## src/octrc_pkg.sv

```systemverilog
// constants, register map and state codes for the oscillator trim / reset cause block
`default_nettype none
package octrc_pkg;
  // register byte offsets
  localparam logic [7:0] OCTRC_TRIM_OFF = 8'h00;
  localparam logic [7:0] OCTRC_CFG_OFF = 8'h04;
  localparam logic [7:0] OCTRC_STAT_OFF = 8'h08;
  localparam logic [7:0] OCTRC_USER_OFF = 8'h0c;
  localparam logic [7:0] OCTRC_KEEP_OFF = 8'h10;
  // trim register fields
  localparam int OCTRC_FINE_LSB = 4;
  localparam int OCTRC_FAST_BIT = 3;
  localparam int OCTRC_SLOW_BIT = 2;
  localparam logic [7:0] OCTRC_TRIM_RST = 8'h70;
  localparam logic [7:0] OCTRC_TRIM_MASK = 8'hfc;
  // status register fields
  localparam int OCTRC_PD_BIT = 0;
  localparam int OCTRC_TO_BIT = 1;
  localparam int OCTRC_POR_BIT = 2;
  localparam int OCTRC_SLEEP_BIT = 3;
  localparam int OCTRC_KIND_LSB = 4;
  // reset values
  localparam logic [2:0] OCTRC_CFG_RST = 3'h5;
  localparam logic [7:0] OCTRC_USER_RST = 8'h00;
  // oscillator selection codes
  localparam logic [2:0] OCTRC_EXT_RC_CLK = 3'h7;
  localparam logic [2:0] OCTRC_EXT_RC_IO = 3'h6;
  localparam logic [2:0] OCTRC_INT_RC_CLK = 3'h5;
  localparam logic [2:0] OCTRC_INT_RC_IO = 3'h4;
  localparam logic [2:0] OCTRC_INVALID = 3'h3;
  localparam logic [2:0] OCTRC_HS_XTAL = 3'h2;
  localparam logic [2:0] OCTRC_MED_XTAL = 3'h1;
  localparam logic [2:0] OCTRC_LP_XTAL = 3'h0;
  // reset kinds
  localparam logic [1:0] OCTRC_KIND_POR = 2'h0;
  localparam logic [1:0] OCTRC_KIND_MASTER_CLEAR_PIN = 2'h1;
  localparam logic [1:0] OCTRC_KIND_MASTER_CLEAR_PIN_SLP = 2'h2;
  localparam logic [1:0] OCTRC_KIND_WDT = 2'h3;
  // timing
  localparam int OCTRC_CLK_KHZ = 50000;
  localparam int OCTRC_CLK_NS = 20;
  localparam int OCTRC_RC_NOM_KHZ = 4000;
  localparam int OCTRC_RC_NOM_STEP = (OCTRC_RC_NOM_KHZ * 65536) / OCTRC_CLK_KHZ;
  localparam int OCTRC_FINE_STEP = 16;
  localparam int OCTRC_COARSE_STEP = 256;
  localparam int OCTRC_STEP_LOW = OCTRC_RC_NOM_STEP - 8 * OCTRC_FINE_STEP;
  localparam int OCTRC_MASTER_CLEAR_PIN_FILT_NS = 200;
  localparam int OCTRC_MASTER_CLEAR_PIN_FILT_CYC = (OCTRC_MASTER_CLEAR_PIN_FILT_NS + OCTRC_CLK_NS - 1) / OCTRC_CLK_NS;
  // sleep state machine
  typedef enum logic [1:0] {
    OCTRC_ST_RUN = 2'b01,
    OCTRC_ST_SLEEP = 2'b10
  } octrc_state_t;
endpackage
`default_nettype wire

```

## src/octrc_core.sv

```systemverilog
// oscillator trim, divided clock output and reset cause logic behind an APB slave
//
// The register offsets and the APB interface to the registers are this design's own decisions.
`timescale 1ns/1ps
`default_nettype none
module octrc_core (
  input wire logic CLK,
  input wire logic RESET,
  input wire logic [7:0] PADDR,
  input wire logic PSEL,
  input wire logic PENABLE,
  input wire logic PWRITE,
  input wire logic [31:0] PWDATA,
  output logic [31:0] PRDATA,
  output logic PREADY,
  output logic PSLVERR,
  input wire logic MASTER_CLEAR_PIN_N,
  input wire logic WDT_TIMEOUT,
  input wire logic WAKE_IRQ,
  input wire logic OSC_IN_I,
  output logic OSC_IN_O,
  output logic OSC_IN_OE,
  output logic OSC_OUT_O,
  output logic OSC_OUT_OE,
  output logic OSC_TICK,
  output logic DEVICE_RESET,
  output logic [1:0] RESET_KIND
);
  import octrc_pkg::*;

  octrc_state_t state;
  octrc_state_t next_state;
  logic [7:0] trim;
  logic [2:0] osc_sel;
  logic [7:0] user_reg;
  logic [7:0] keep_reg;
  logic timeout_flag;
  logic powerdown_flag;
  logic power_on_flag;
  logic [3:0] filt_cnt;
  logic master_clear_pin_act;
  logic [15:0] rc_acc;
  logic osc_in_q;
  logic [1:0] div_cnt;

  // apb decode
  wire apb_acc = PSEL & PENABLE & PREADY;
  wire apb_wr = apb_acc & PWRITE;
  wire hit_trim = (PADDR == OCTRC_TRIM_OFF);
  wire hit_cfg = (PADDR == OCTRC_CFG_OFF);
  wire hit_stat = (PADDR == OCTRC_STAT_OFF);
  wire hit_user = (PADDR == OCTRC_USER_OFF);
  wire hit_keep = (PADDR == OCTRC_KEEP_OFF);
  wire hit_any = hit_trim | hit_cfg | hit_stat | hit_user | hit_keep;
  wire wr_trim = apb_wr & hit_trim;
  wire wr_cfg = apb_wr & hit_cfg;
  wire wr_stat = apb_wr & hit_stat;
  wire wr_user = apb_wr & hit_user;
  wire wr_keep = apb_wr & hit_keep;

  // reset event decode
  wire sleeping = (state == OCTRC_ST_SLEEP);
  wire master_clear_pin_rise = (filt_cnt == 4'(OCTRC_MASTER_CLEAR_PIN_FILT_CYC - 1)) & ~MASTER_CLEAR_PIN_N & ~master_clear_pin_act;
  wire wdt_reset = WDT_TIMEOUT & ~sleeping & ~master_clear_pin_act;
  wire wdt_wake = WDT_TIMEOUT & sleeping & ~master_clear_pin_act;
  wire irq_wake = WAKE_IRQ & sleeping & ~master_clear_pin_act & ~WDT_TIMEOUT;
  wire dev_rst = master_clear_pin_act | wdt_reset;
  wire sleep_req = wr_stat & PWDATA[OCTRC_SLEEP_BIT] & ~dev_rst & ~sleeping & ~master_clear_pin_rise;

  // oscillator mode decode
  // selection 011 matches no mode, so no oscillator edge is ever produced
  wire mode_ext_rc = (osc_sel == OCTRC_EXT_RC_CLK) | (osc_sel == OCTRC_EXT_RC_IO);
  wire mode_int_rc = (osc_sel == OCTRC_INT_RC_CLK) | (osc_sel == OCTRC_INT_RC_IO);
  wire mode_xtal = (osc_sel == OCTRC_HS_XTAL) | (osc_sel == OCTRC_MED_XTAL)
      | (osc_sel == OCTRC_LP_XTAL);
  wire divided_clock_out_mode = (osc_sel == OCTRC_INT_RC_CLK) | (osc_sel == OCTRC_EXT_RC_CLK);

  // internal rc rate step from the trim fields
  wire [3:0] trim_fine = trim[7:OCTRC_FINE_LSB];
  wire [16:0] fine_add = 17'(trim_fine) * 17'(OCTRC_FINE_STEP);
  wire [16:0] fast_add = trim[OCTRC_FAST_BIT] ? 17'(OCTRC_COARSE_STEP) : 17'h0;
  wire [16:0] slow_sub = trim[OCTRC_SLOW_BIT] ? 17'(OCTRC_COARSE_STEP) : 17'h0;
  wire [16:0] rc_step = 17'(OCTRC_STEP_LOW) + fine_add + fast_add - slow_sub;
  wire [16:0] rc_sum = {1'b0, rc_acc} + rc_step;

  // selected oscillator edge: internal accumulator or the first pin
  wire pin_edge = OSC_IN_I & ~osc_in_q;
  wire osc_edge = mode_int_rc ? rc_sum[16] : ((mode_xtal | mode_ext_rc) & pin_edge);

  // sleep state machine
  always_comb begin
    next_state = state;
    case (state)
      OCTRC_ST_RUN: begin
        if (sleep_req) begin
          next_state = OCTRC_ST_SLEEP;
        end
      end
      OCTRC_ST_SLEEP: begin
        if (dev_rst | wdt_wake | irq_wake) begin
          next_state = OCTRC_ST_RUN;
        end
      end
      default: next_state = OCTRC_ST_RUN;
    endcase
  end

  always_ff @(posedge CLK) begin
    if (RESET) begin
      state <= OCTRC_ST_RUN;
    end else begin
      state <= next_state;
    end
  end

  // master clear filter: low must persist before it counts as reset
  // any high sample restarts the count, so a glitch never reaches the reset path
  always_ff @(posedge CLK) begin
    if (RESET) begin
      filt_cnt <= 4'h0;
      master_clear_pin_act <= 1'b0;
    end else if (MASTER_CLEAR_PIN_N) begin
      filt_cnt <= 4'h0;
      master_clear_pin_act <= 1'b0;
    end else begin
      if (filt_cnt != 4'(OCTRC_MASTER_CLEAR_PIN_FILT_CYC - 1)) begin
        filt_cnt <= filt_cnt + 4'h1;
      end
      if (master_clear_pin_rise) begin
        master_clear_pin_act <= 1'b1;
      end
    end
  end

  // reset kind, timeout and powerdown flags
  // a clear landing together with a watchdog event wins as the stronger cause
  always_ff @(posedge CLK) begin
    if (RESET) begin
      timeout_flag <= 1'b1;
      powerdown_flag <= 1'b1;
      RESET_KIND <= OCTRC_KIND_POR;
    end else if (master_clear_pin_rise & sleeping) begin
      timeout_flag <= 1'b1;
      powerdown_flag <= 1'b0;
      RESET_KIND <= OCTRC_KIND_MASTER_CLEAR_PIN_SLP;
    end else if (master_clear_pin_rise) begin
      RESET_KIND <= OCTRC_KIND_MASTER_CLEAR_PIN;
    end else if (wdt_reset) begin
      timeout_flag <= 1'b0;
      RESET_KIND <= OCTRC_KIND_WDT;
    end else if (wdt_wake) begin
      timeout_flag <= 1'b0;
      powerdown_flag <= 1'b0;
    end else if (sleep_req) begin
      timeout_flag <= 1'b1;
      powerdown_flag <= 1'b0;
    end
  end

  // power-on flag: only power-on clears it, software sets it
  always_ff @(posedge CLK) begin
    if (RESET) begin
      power_on_flag <= 1'b0;
    end else if (wr_stat & PWDATA[OCTRC_POR_BIT]) begin
      power_on_flag <= 1'b1;
    end
  end

  // trim and selection survive every reset but power-on
  always_ff @(posedge CLK) begin
    if (RESET) begin
      trim <= OCTRC_TRIM_RST;
      osc_sel <= OCTRC_CFG_RST;
    end else begin
      if (wr_trim) begin
        trim <= PWDATA[7:0] & OCTRC_TRIM_MASK;
      end
      if (wr_cfg) begin
        osc_sel <= PWDATA[2:0];
      end
    end
  end

  // ordinary register: reset on any device reset, not on wake-up
  always_ff @(posedge CLK) begin
    if (RESET | dev_rst) begin
      user_reg <= OCTRC_USER_RST;
    end else if (wr_user) begin
      user_reg <= PWDATA[7:0];
    end
  end

  // retained register: no reset at all
  always_ff @(posedge CLK) begin
    if (wr_keep) begin
      keep_reg <= PWDATA[7:0];
    end
  end

  // internal rc phase accumulator and pin edge history
  // the accumulator carry is the internal oscillator edge; trim only moves the step
  always_ff @(posedge CLK) begin
    if (RESET) begin
      rc_acc <= 16'h0;
      osc_in_q <= 1'b0;
      OSC_TICK <= 1'b0;
    end else begin
      rc_acc <= rc_sum[15:0];
      osc_in_q <= OSC_IN_I;
      OSC_TICK <= osc_edge;
    end
  end

  // divide-by-four counter on the selected oscillator
  always_ff @(posedge CLK) begin
    if (RESET | dev_rst) begin
      div_cnt <= 2'h0;
    end else if (osc_edge) begin
      div_cnt <= div_cnt + 2'h1;
    end
  end

  // pin drivers: first pin never driven, second carries divided clock
  // the first pin is an input in every mode, so its enable never rises
  always_ff @(posedge CLK) begin
    if (RESET) begin
      OSC_IN_O <= 1'b0;
      OSC_IN_OE <= 1'b0;
      OSC_OUT_O <= 1'b0;
      OSC_OUT_OE <= 1'b0;
      DEVICE_RESET <= 1'b1;
    end else begin
      OSC_IN_O <= 1'b0;
      OSC_IN_OE <= 1'b0;
      OSC_OUT_OE <= divided_clock_out_mode;
      OSC_OUT_O <= divided_clock_out_mode & ~dev_rst & div_cnt[1];
      DEVICE_RESET <= dev_rst;
    end
  end

  // read mux
  // the retained register reads unknown until software writes it after power-on
  wire [7:0] stat_rd = {2'h0, RESET_KIND, sleeping, power_on_flag, timeout_flag, powerdown_flag};
  wire [7:0] rd_byte = hit_trim ? trim
      : hit_cfg ? {5'h0, osc_sel}
      : hit_stat ? stat_rd
      : hit_user ? user_reg
      : hit_keep ? keep_reg : 8'h0;

  // apb answer: one wait state, error on unmapped offsets
  // the wait state gives the read mux a full cycle from registered state
  always_ff @(posedge CLK) begin
    if (RESET) begin
      PREADY <= 1'b0;
      PRDATA <= 32'h0;
      PSLVERR <= 1'b0;
    end else begin
      PREADY <= PSEL & PENABLE & ~PREADY;
      PRDATA <= (PSEL & PENABLE & ~PREADY & ~PWRITE) ? {24'h0, rd_byte} : 32'h0;
      PSLVERR <= PSEL & PENABLE & ~PREADY & ~hit_any;
    end
  end
endmodule
`default_nettype wire

```

## config.mk

```make
export PLATFORM = sky130hd
export DESIGN_NAME = octrc_core
export DESIGN_NICKNAME = d
export VERILOG_FILES = /design/src/octrc_pkg.sv /design/src/octrc_core.sv
export SDC_FILE = /design/constraint.sdc
export NUM_CORES = 1
export LEC_CHECK = 0
export CAP_MARGIN = 40
export CORE_ASPECT_RATIO = 0.5
export CORE_UTILIZATION = 40
export CTS_CLUSTER_SIZE = 14
export DETAILED_ROUTE_END_ITERATION = 8
export DONT_BUFFER_PORTS = 1
export GPL_ROUTABILITY_DRIVEN = 0
export PLACE_DENSITY_LB_ADDON = 0.05
export SYNTH_ARGS = -nofsm -noshare
export SYNTH_HDL_FRONTEND = slang
export SYNTH_SLANG_ARGS = --single-unit
```

## constraint.sdc

```tcl
create_clock -name CLK -period 2.25 [get_ports CLK]
set_input_delay 0.45 -clock CLK [delete_from_list [all_inputs] [get_ports CLK]]
set_output_delay 0.45 -clock CLK [all_outputs]
set_load 0.01 [all_outputs]
```

==> parameters.txt, run 1 <==
Parameter                              Value

Outcome
  Run status    complete, but fails checks
  Failing checks    negative setup slack

STA
  Layout Skew    0.00434 ns
  Final critical-path setup slack    -0.162 ns
  Normalized max-slew margin    0.527
  Ratio of final minimum period to clock period    1.07
  Worst Tran Pin Value    0.699 ns
  Final count of pins violating max slew    0
  Minimum clock period    2.41 ns
  Setup repair after global routing missed its margin    true
  Final hold viol count    0
  Highest achievable clock rate    415 MHz
  Final count of negative-setup-slack endpoints    5

Cells and area
  P&R area growth vs syn    19.7%
  Share of cells above drive strength 1    0.222
  Finished Core Util    0.509
  N_diodes    0
  Commonest non-fill, non-tap cells in the layout    58 x sky130_fd_sc_hd__dfxtp_1, 50 x sky130_fd_sc_hd__nor2_1, 36 x sky130_fd_sc_hd__buf_4
  Register ranked first by flip-flop count    rc_acc
  Most common cell after layout, fill and taps aside    sky130_fd_sc_hd__dfxtp_1
  Final std cells w/o fill    535
  Final Net Count    480
  Flip-flop count of the largest register after layout    15

Synth
  Seq/Total Area, Yosys    0.418
  Synthesized cell area    3500 µm²
  Warning count from the yosys run    0
  Netlist cell types    63
  Per-instance average area after synthesis    9.21 µm²
  Number of flops mapped to enable cells by yosys    8
  Most instantiated flip-flop cell in the synthesis netlist    sky130_fd_sc_hd__dfxtp_1
  Share of synthesized registers carrying an async set or reset    0
  Post-synthesis cell count    380
  Post-synthesis sequential element count    69

Clock network
  Later-pin clock latency in the skew report    0.33 ns
  Buffer levels on the longest clock path    2
  Cts bufs inserted    9
  CTS root buffer    sky130_fd_sc_hd__clkbuf_16
  Clock Sink Count    69
  CTS tree    built
  Deepest level of the CTS H-tree    3
  Clock transition at the registers of the reported paths    0.06 ns

Worst setup path
  Critical path's slowest cell    sky130_fd_sc_hd__dfxtp_2
  Family with the most delay on the worst path    compound AO/OA/AOI/OAI gates
  Sort of element at the end of the critical path    register
  Cell-by-cell trace of the critical path    inv_2 > ha_4 > nand3b_1 > xnor2_1 > ha_1 > a211o_1 > a21oi_2 > o211ai_1 > a21oi_2 > mux2_4
  Max FO, Critical Path    3
  CP Data Arrival Time    2.63 ns
  Required time of the critical path    2.47 ns
  Startpoint kind of the worst setup timing path    register
  Critical path start-end classification    register to register
  Number of buffers and inverters on the critical path    1
  Largest stage delay on the critical path    0.33 ns
  Most frequent cell on the critical path    sky130_fd_sc_hd__a21oi_2

Die
  Die height    68.1 µm
  DIE AREA    9150 µm²
  # rows    23
  CORE AREA    8230 µm²
  I/O pin count    91
  Die X    134 µm
  Initial standard-cell utilization of the core    0.425

Power
  Leakage power summed over all cells    1.71 nW
  Worst IR drop on VDD    0.339 mV
  Power per standard cell area    768 nW/µm²

Detailed routing
  DR vias    2,776
  Antenna Violating Nets Remaining    0
  Drt initial violations    162
  Number of remaining DRC errors    0
  DR pass1 iterations    5
  Routed vias/inst    5.19
  Post-DR wirelength/cell    14.8 µm
  Total detailed-routing wirelength    7.92 mm

Global routing
  Largest net degree at the start of global routing    43
  Global-route wire length before repair    12.8 mm
  GRT Overall Usage    0.189
  Number of antenna violations at the first check in global routing    0
  Sum of overflow across all layers after global routing    0
  Number of global-route vias before repair    2,613

Place
  Count of input and output buffers    0
  Inst Count DP    513
  Hpwl dp    5.78 mm

Worst hold path
  Min-delay worst type    input port to register

Run
  Number of max-capacitance violations reported    0
## power breakdown
group / switching (mW) / internal (mW) / total (mW)
Sequential: 0.0357 / 1.30 / 1.34
Clock: 0.515 / 0.878 / 1.39
Combinational: 0.246 / 0.242 / 0.488
Total: 0.797 / 2.42 / 3.22
## stage by stage
| step | area [µm²] | hold slack, ns | setup TNS, ns | worst slack [ns] | total power [mW] |
|---|---|---|---|---|---|
| final | 4190 | 0.184 | -0.449 | -0.162 | 3.22 |
| after detailed placement | 3760 | 0.459 | -0.714 | -0.213 | 1.78 |
| after global routing | 4190 | 0.163 | -1.14 | -0.287 | 3.37 |
| after global placement | 3760 | 0.444 | -0.830 | -0.228 | 1.78 |
| after CTS | 4120 | 0.167 | -0.378 | -0.137 | 3.21 |
| after floorplan | 3630 | 0.430 | -0.180 | -0.154 | 1.69 |
## synthesized netlist by cell type (7+ instances only)
cell type	n	area [µm²]
sky130_fd_sc_hd__nor2b_1	10	62.6
sky130_fd_sc_hd__nand2_1	18	67.6
sky130_fd_sc_hd__a211o_1	8	70.1
sky130_fd_sc_hd__a21oi_1	25	125
sky130_fd_sc_hd__nand2b_1	8	50.1
sky130_fd_sc_hd__edfxtp_1	8	240
sky130_fd_sc_hd__dfxtp_1	61	1220
sky130_fd_sc_hd__xnor2_1	7	61.3
sky130_fd_sc_hd__xor2_1	10	87.6
sky130_fd_sc_hd__nand3_1	7	35.0
sky130_fd_sc_hd__o21ai_0	11	55.1
sky130_fd_sc_hd__ha_1	13	163
sky130_fd_sc_hd__nor2_1	50	188
sky130_fd_sc_hd__inv_1	15	56.3
sky130_fd_sc_hd__nor3_1	8	40.0
sky130_fd_sc_hd__mux2i_1	12	120
sky130_fd_sc_hd__buf_4	26	195
## layout make-up
type | instances | area [µm²]
Tap cell | 112 | 140
Inverter | 15 | 56.3
Fill cell | 778 | 4040
Clock buffer | 11 | 243
Timing Repair Buffer | 37 | 282
Sequential cell | 69 | 1470
Multi-Input combinational cell | 286 | 1950
Clock inverter | 5 | 50.0
## cells by family (layout without fill, tap and decap cells)
kind of cell / after synthesis / in the layout / synth area share
AO/OA/AOI/OAI: 82 / 82 / 0.159
XOR/XNOR: 17 / 17 / 0.0425
adder cells (fa/ha/maj): 13 / 13 / 0.0465
buffers and inverters: 50 / 68 / 0.0840
flip-flops: 69 / 69 / 0.418
multiplexers: 16 / 16 / 0.0483
other: 1 / 26 / 0.00107
AND/OR/NAND/NOR: 132 / 132 / 0.201
## timing repair
item	4_1_cts	5_1_grt
setup buffers	2	5
endpoints found under the setup margin	7	10
pin swaps	8	6
hold buffers	0	0
resized for setup	11	13
## per-layer routing
layer  wire, µm  global-route usage  up-vias
met2       3540               0.304       86
li1           -                   -     1373
met3        494              0.0681       10
met4        102              0.0758        0
met1       3790               0.234     1307
met5          0                   0        -
## worst paths after layout
| check | end | start | depth (start not counted) | slack (ns) |
|---|---|---|---|---|
| setup / recovery | div_cnt[0] | trim[3] | 10 | -0.16 |
| hold / removal | master_clear_pin_act | MASTER_CLEAR_PIN_N | 1 | 0.18 |
| setup reg to reg | div_cnt[0] | trim[3] | 10 | -0.16 |
| hold reg to reg | rc_acc[1] | rc_acc[1] | 1 | 0.47 |
Note: power is estimated with default switching activity, not from simulation.
==> run 2: changes to the inputs <==
--- a/config.mk
+++ b/config.mk
@@ -7,7 +7,7 @@
 export LEC_CHECK = 0
 export CAP_MARGIN = 40
 export CORE_ASPECT_RATIO = 0.5
-export CORE_UTILIZATION = 40
+export CORE_UTILIZATION = 57
 export CTS_CLUSTER_SIZE = 14
 export DETAILED_ROUTE_END_ITERATION = 8
 export DONT_BUFFER_PORTS = 1
==> parameters.txt, run 2 (synthesis results as in run 1) <==
Parameter                              Value

Outcome
  Run status    complete, but fails checks
  Failing checks    negative setup slack

Worst setup path
  Critical path start-end classification    register to register
  Largest stage delay on the critical path    0.33 ns (about the same)
  Required time of the critical path    2.47 ns (about the same)
  R2R depth    10 (unchanged)
  Reg-to-reg critical path startpoint    trim[3]
  Number of buffers and inverters on the critical path    1 (unchanged)
  Reg-to-reg slack, setup    -0.22 ns (-0.05 ns)
  Cell-by-cell trace of the critical path    inv_2 > ha_4 > nand3b_1 > xnor2_2 > ha_1 > a211o_1 > a21oi_4 > o211ai_1 > a21oi_2 > mux2_4
  CP Data Arrival Time    2.69 ns (+0.06 ns)
  Startpoint kind of the worst setup timing path    register
  R2R Path End    div_cnt[0]
  Sort of element at the end of the critical path    register
  Family with the most delay on the worst path    compound AO/OA/AOI/OAI gates
  Critical path's slowest cell    sky130_fd_sc_hd__dfxtp_2
  Max FO, Critical Path    3 (unchanged)

Detailed routing
  Post-DR wirelength/cell    15.7 µm (+6.2%)
  Routed vias/inst    5.62 (+8.3%)
  Total detailed-routing wirelength    7.81 mm (-1.5%)
  DR pass1 iterations    4 (-1)
  Number of remaining DRC errors    0 (unchanged)
  DR vias    2,788 (+0.43%)
  Drt initial violations    160 (-1.2%)
  Antenna Violating Nets Remaining    0 (unchanged)

Power
  Power per standard cell area    782 nW/µm² (+1.9%)
  Worst IR drop on VDD    0.518 mV (+53%)
  Leakage power summed over all cells    1.72 nW (+0.67%)

Clock network
  Buffer levels on the longest clock path    2 (unchanged)
  Cts bufs inserted    9 (unchanged)
  Clock transition at the registers of the reported paths    0.05 ns (about the same)
  Cts-stage hold buffer count    0 (unchanged)
  Deepest level of the CTS H-tree    3 (unchanged)
  Clock Sink Count    69 (unchanged)
  CTS tree    built
  CTS root buffer    sky130_fd_sc_hd__clkbuf_16
  Later-pin clock latency in the skew report    0.34 ns (about the same)

Cells and area
  Final std cells w/o fill    496 (-7.3%)
  Commonest non-fill, non-tap cells in the layout    58 x sky130_fd_sc_hd__dfxtp_1, 49 x sky130_fd_sc_hd__nor2_1, 36 x sky130_fd_sc_hd__buf_4
  Share of cells above drive strength 1    0.232 (+0.00946)
  P&R area growth vs syn    19.3%
  Most common cell after layout, fill and taps aside    sky130_fd_sc_hd__dfxtp_1
  Flip-flop count of the largest register after layout    15 (unchanged)
  Finished Core Util    0.732 (+0.222)
  Register ranked first by flip-flop count    rc_acc
  # fillers    417 (-46%)
  Final Net Count    480 (unchanged)
  N_diodes    0 (unchanged)

STA
  Setup repair after global routing missed its margin    true
  Final hold viol count    0 (unchanged)
  Minimum clock period    2.47 ns (+0.0533 ns)
  Final-layout worst hold slack    0.179 ns (-0.00454 ns)
  Ratio of final minimum period to clock period    1.10 (+0.0237)
  Final count of pins violating max slew    0 (unchanged)
  Final critical-path setup slack    -0.216 ns (-0.0533 ns)
  Worst Tran Pin Value    0.758 ns (+0.0588 ns)
  Layout Skew    0.00544 ns (+0.00110 ns)
  Normalized max-slew margin    0.487 (-0.0398)
  Highest achievable clock rate    406 MHz (-2.2%)
  Final count of negative-setup-slack endpoints    5 (unchanged)

Worst hold path
  Min-delay worst type    input port to register
  Hold_sp    RESET
  Number of cells on the worst hold path    1 (unchanged)
  Hold path endpoint    rc_acc[14]

Global routing
  Largest net degree at the start of global routing    43 (unchanged)
  Global-route wire length before repair    12.5 mm (-2.5%)
  GRT Overall Usage    0.257 (+0.0675)
  Sum of overflow across all layers after global routing    0 (unchanged)
  Number of global-route vias before repair    2,595 (-0.69%)
  Number of antenna violations at the first check in global routing    0 (unchanged)

Run
  Number of max-capacitance violations reported    0 (unchanged)

Place
  Count of input and output buffers    0 (unchanged)
  Inst Count DP    473 (-7.8%)
  Hpwl dp    5.22 mm (-9.6%)

Die
  I/O pin count    91 (unchanged)
  Die X    113 µm (-16%)
  # rows    19 (-17%)
  Die height    57.4 µm (-16%)
  DIE AREA    6480 µm² (-29%)
  Initial standard-cell utilization of the core    0.613 (+0.188)
  CORE AREA    5710 µm² (-31%)
run 2: how the worst max path moves through the flow:
stage | from | slack (ns) | end | cells after the start
finish | trim[3] | -0.22 | div_cnt[0] | 10
global route | trim[3] | -0.35 | div_cnt[0] | 10
CTS | trim[3] | -0.18 | div_cnt[0] | 10
detailed placement | trim[4] | -0.25 | div_cnt[0] | 9
global placement | trim[4] | -0.18 | div_cnt[0] | 9
floorplan | trim[3] | -0.15 | div_cnt[0] | 10
run 2: metrics by stage:
step	setup slack [ns]	instance area [µm²]	setup TNS, ns	total power [mW]
global route	-0.349	4170	-1.53	3.40
detailed placement	-0.248	3710	-0.737	1.79
finish	-0.216	4170	-0.714	3.27
CTS	-0.181	4060	-0.651	3.20
floorplan	-0.154	3630	-0.180	1.69
global placement	-0.176	3710	-0.461	1.78
run 2: metal layers:
| layer | share of wire | wire, µm | vias to the layer above | global-route usage |
|---|---|---|---|---|
| li1 | - | - | 1364 | - |
| met1 | 0.47 | 3670 | 1326 | 0.326 |
| met2 | 0.46 | 3590 | 84 | 0.408 |
| met3 | 0.053 | 417 | 14 | 0.0797 |
| met4 | 0.017 | 129 | 0 | 0.114 |
| met5 | 0 | 0 | - | 0 |
run 2: worst register-to-register path: stages, from the launching register on:
cell,delay [ns]
sky130_fd_sc_hd__dfxtp_2,0.33
sky130_fd_sc_hd__inv_2,0.04
sky130_fd_sc_hd__ha_4,0.25
sky130_fd_sc_hd__nand3b_1,0.11
sky130_fd_sc_hd__xnor2_2,0.16
sky130_fd_sc_hd__ha_1,0.31
sky130_fd_sc_hd__a211o_1,0.32
sky130_fd_sc_hd__a21oi_4,0.20
sky130_fd_sc_hd__o211ai_1,0.13
sky130_fd_sc_hd__a21oi_2,0.18
sky130_fd_sc_hd__mux2_4,0.31
run 2: layout make-up:
class | instances | area, µm² | area share
timing repair buffer | 37 | 282 | 0.0674
clock inverter | 2 | 15.0 | 0.00360
sequential | 69 | 1470 | 0.351
tap | 73 | 91.3 | 0.0219
multi-input combinational | 286 | 1980 | 0.475
clock buffer | 14 | 284 | 0.0680
inverter | 15 | 56.3 | 0.0135
run 2: what timing repair did:
item / in CTS / in global routing
cloned: 0 / 0
gates resized for setup: 7 / 23
endpoints found under the setup margin: 7 / 10
setup buffers: 4 / 4
pin swaps: 5 / 12
run 2: report_power, final:
group	switching [mW]	leakage [nW]	internal (mW)	total, mW
logic	0.270	1.01	0.278	0.548
clock network	0.517	0.141	0.866	1.38
registers	0.0357	0.569	1.30	1.34
total	0.822	1.72	2.44	3.27
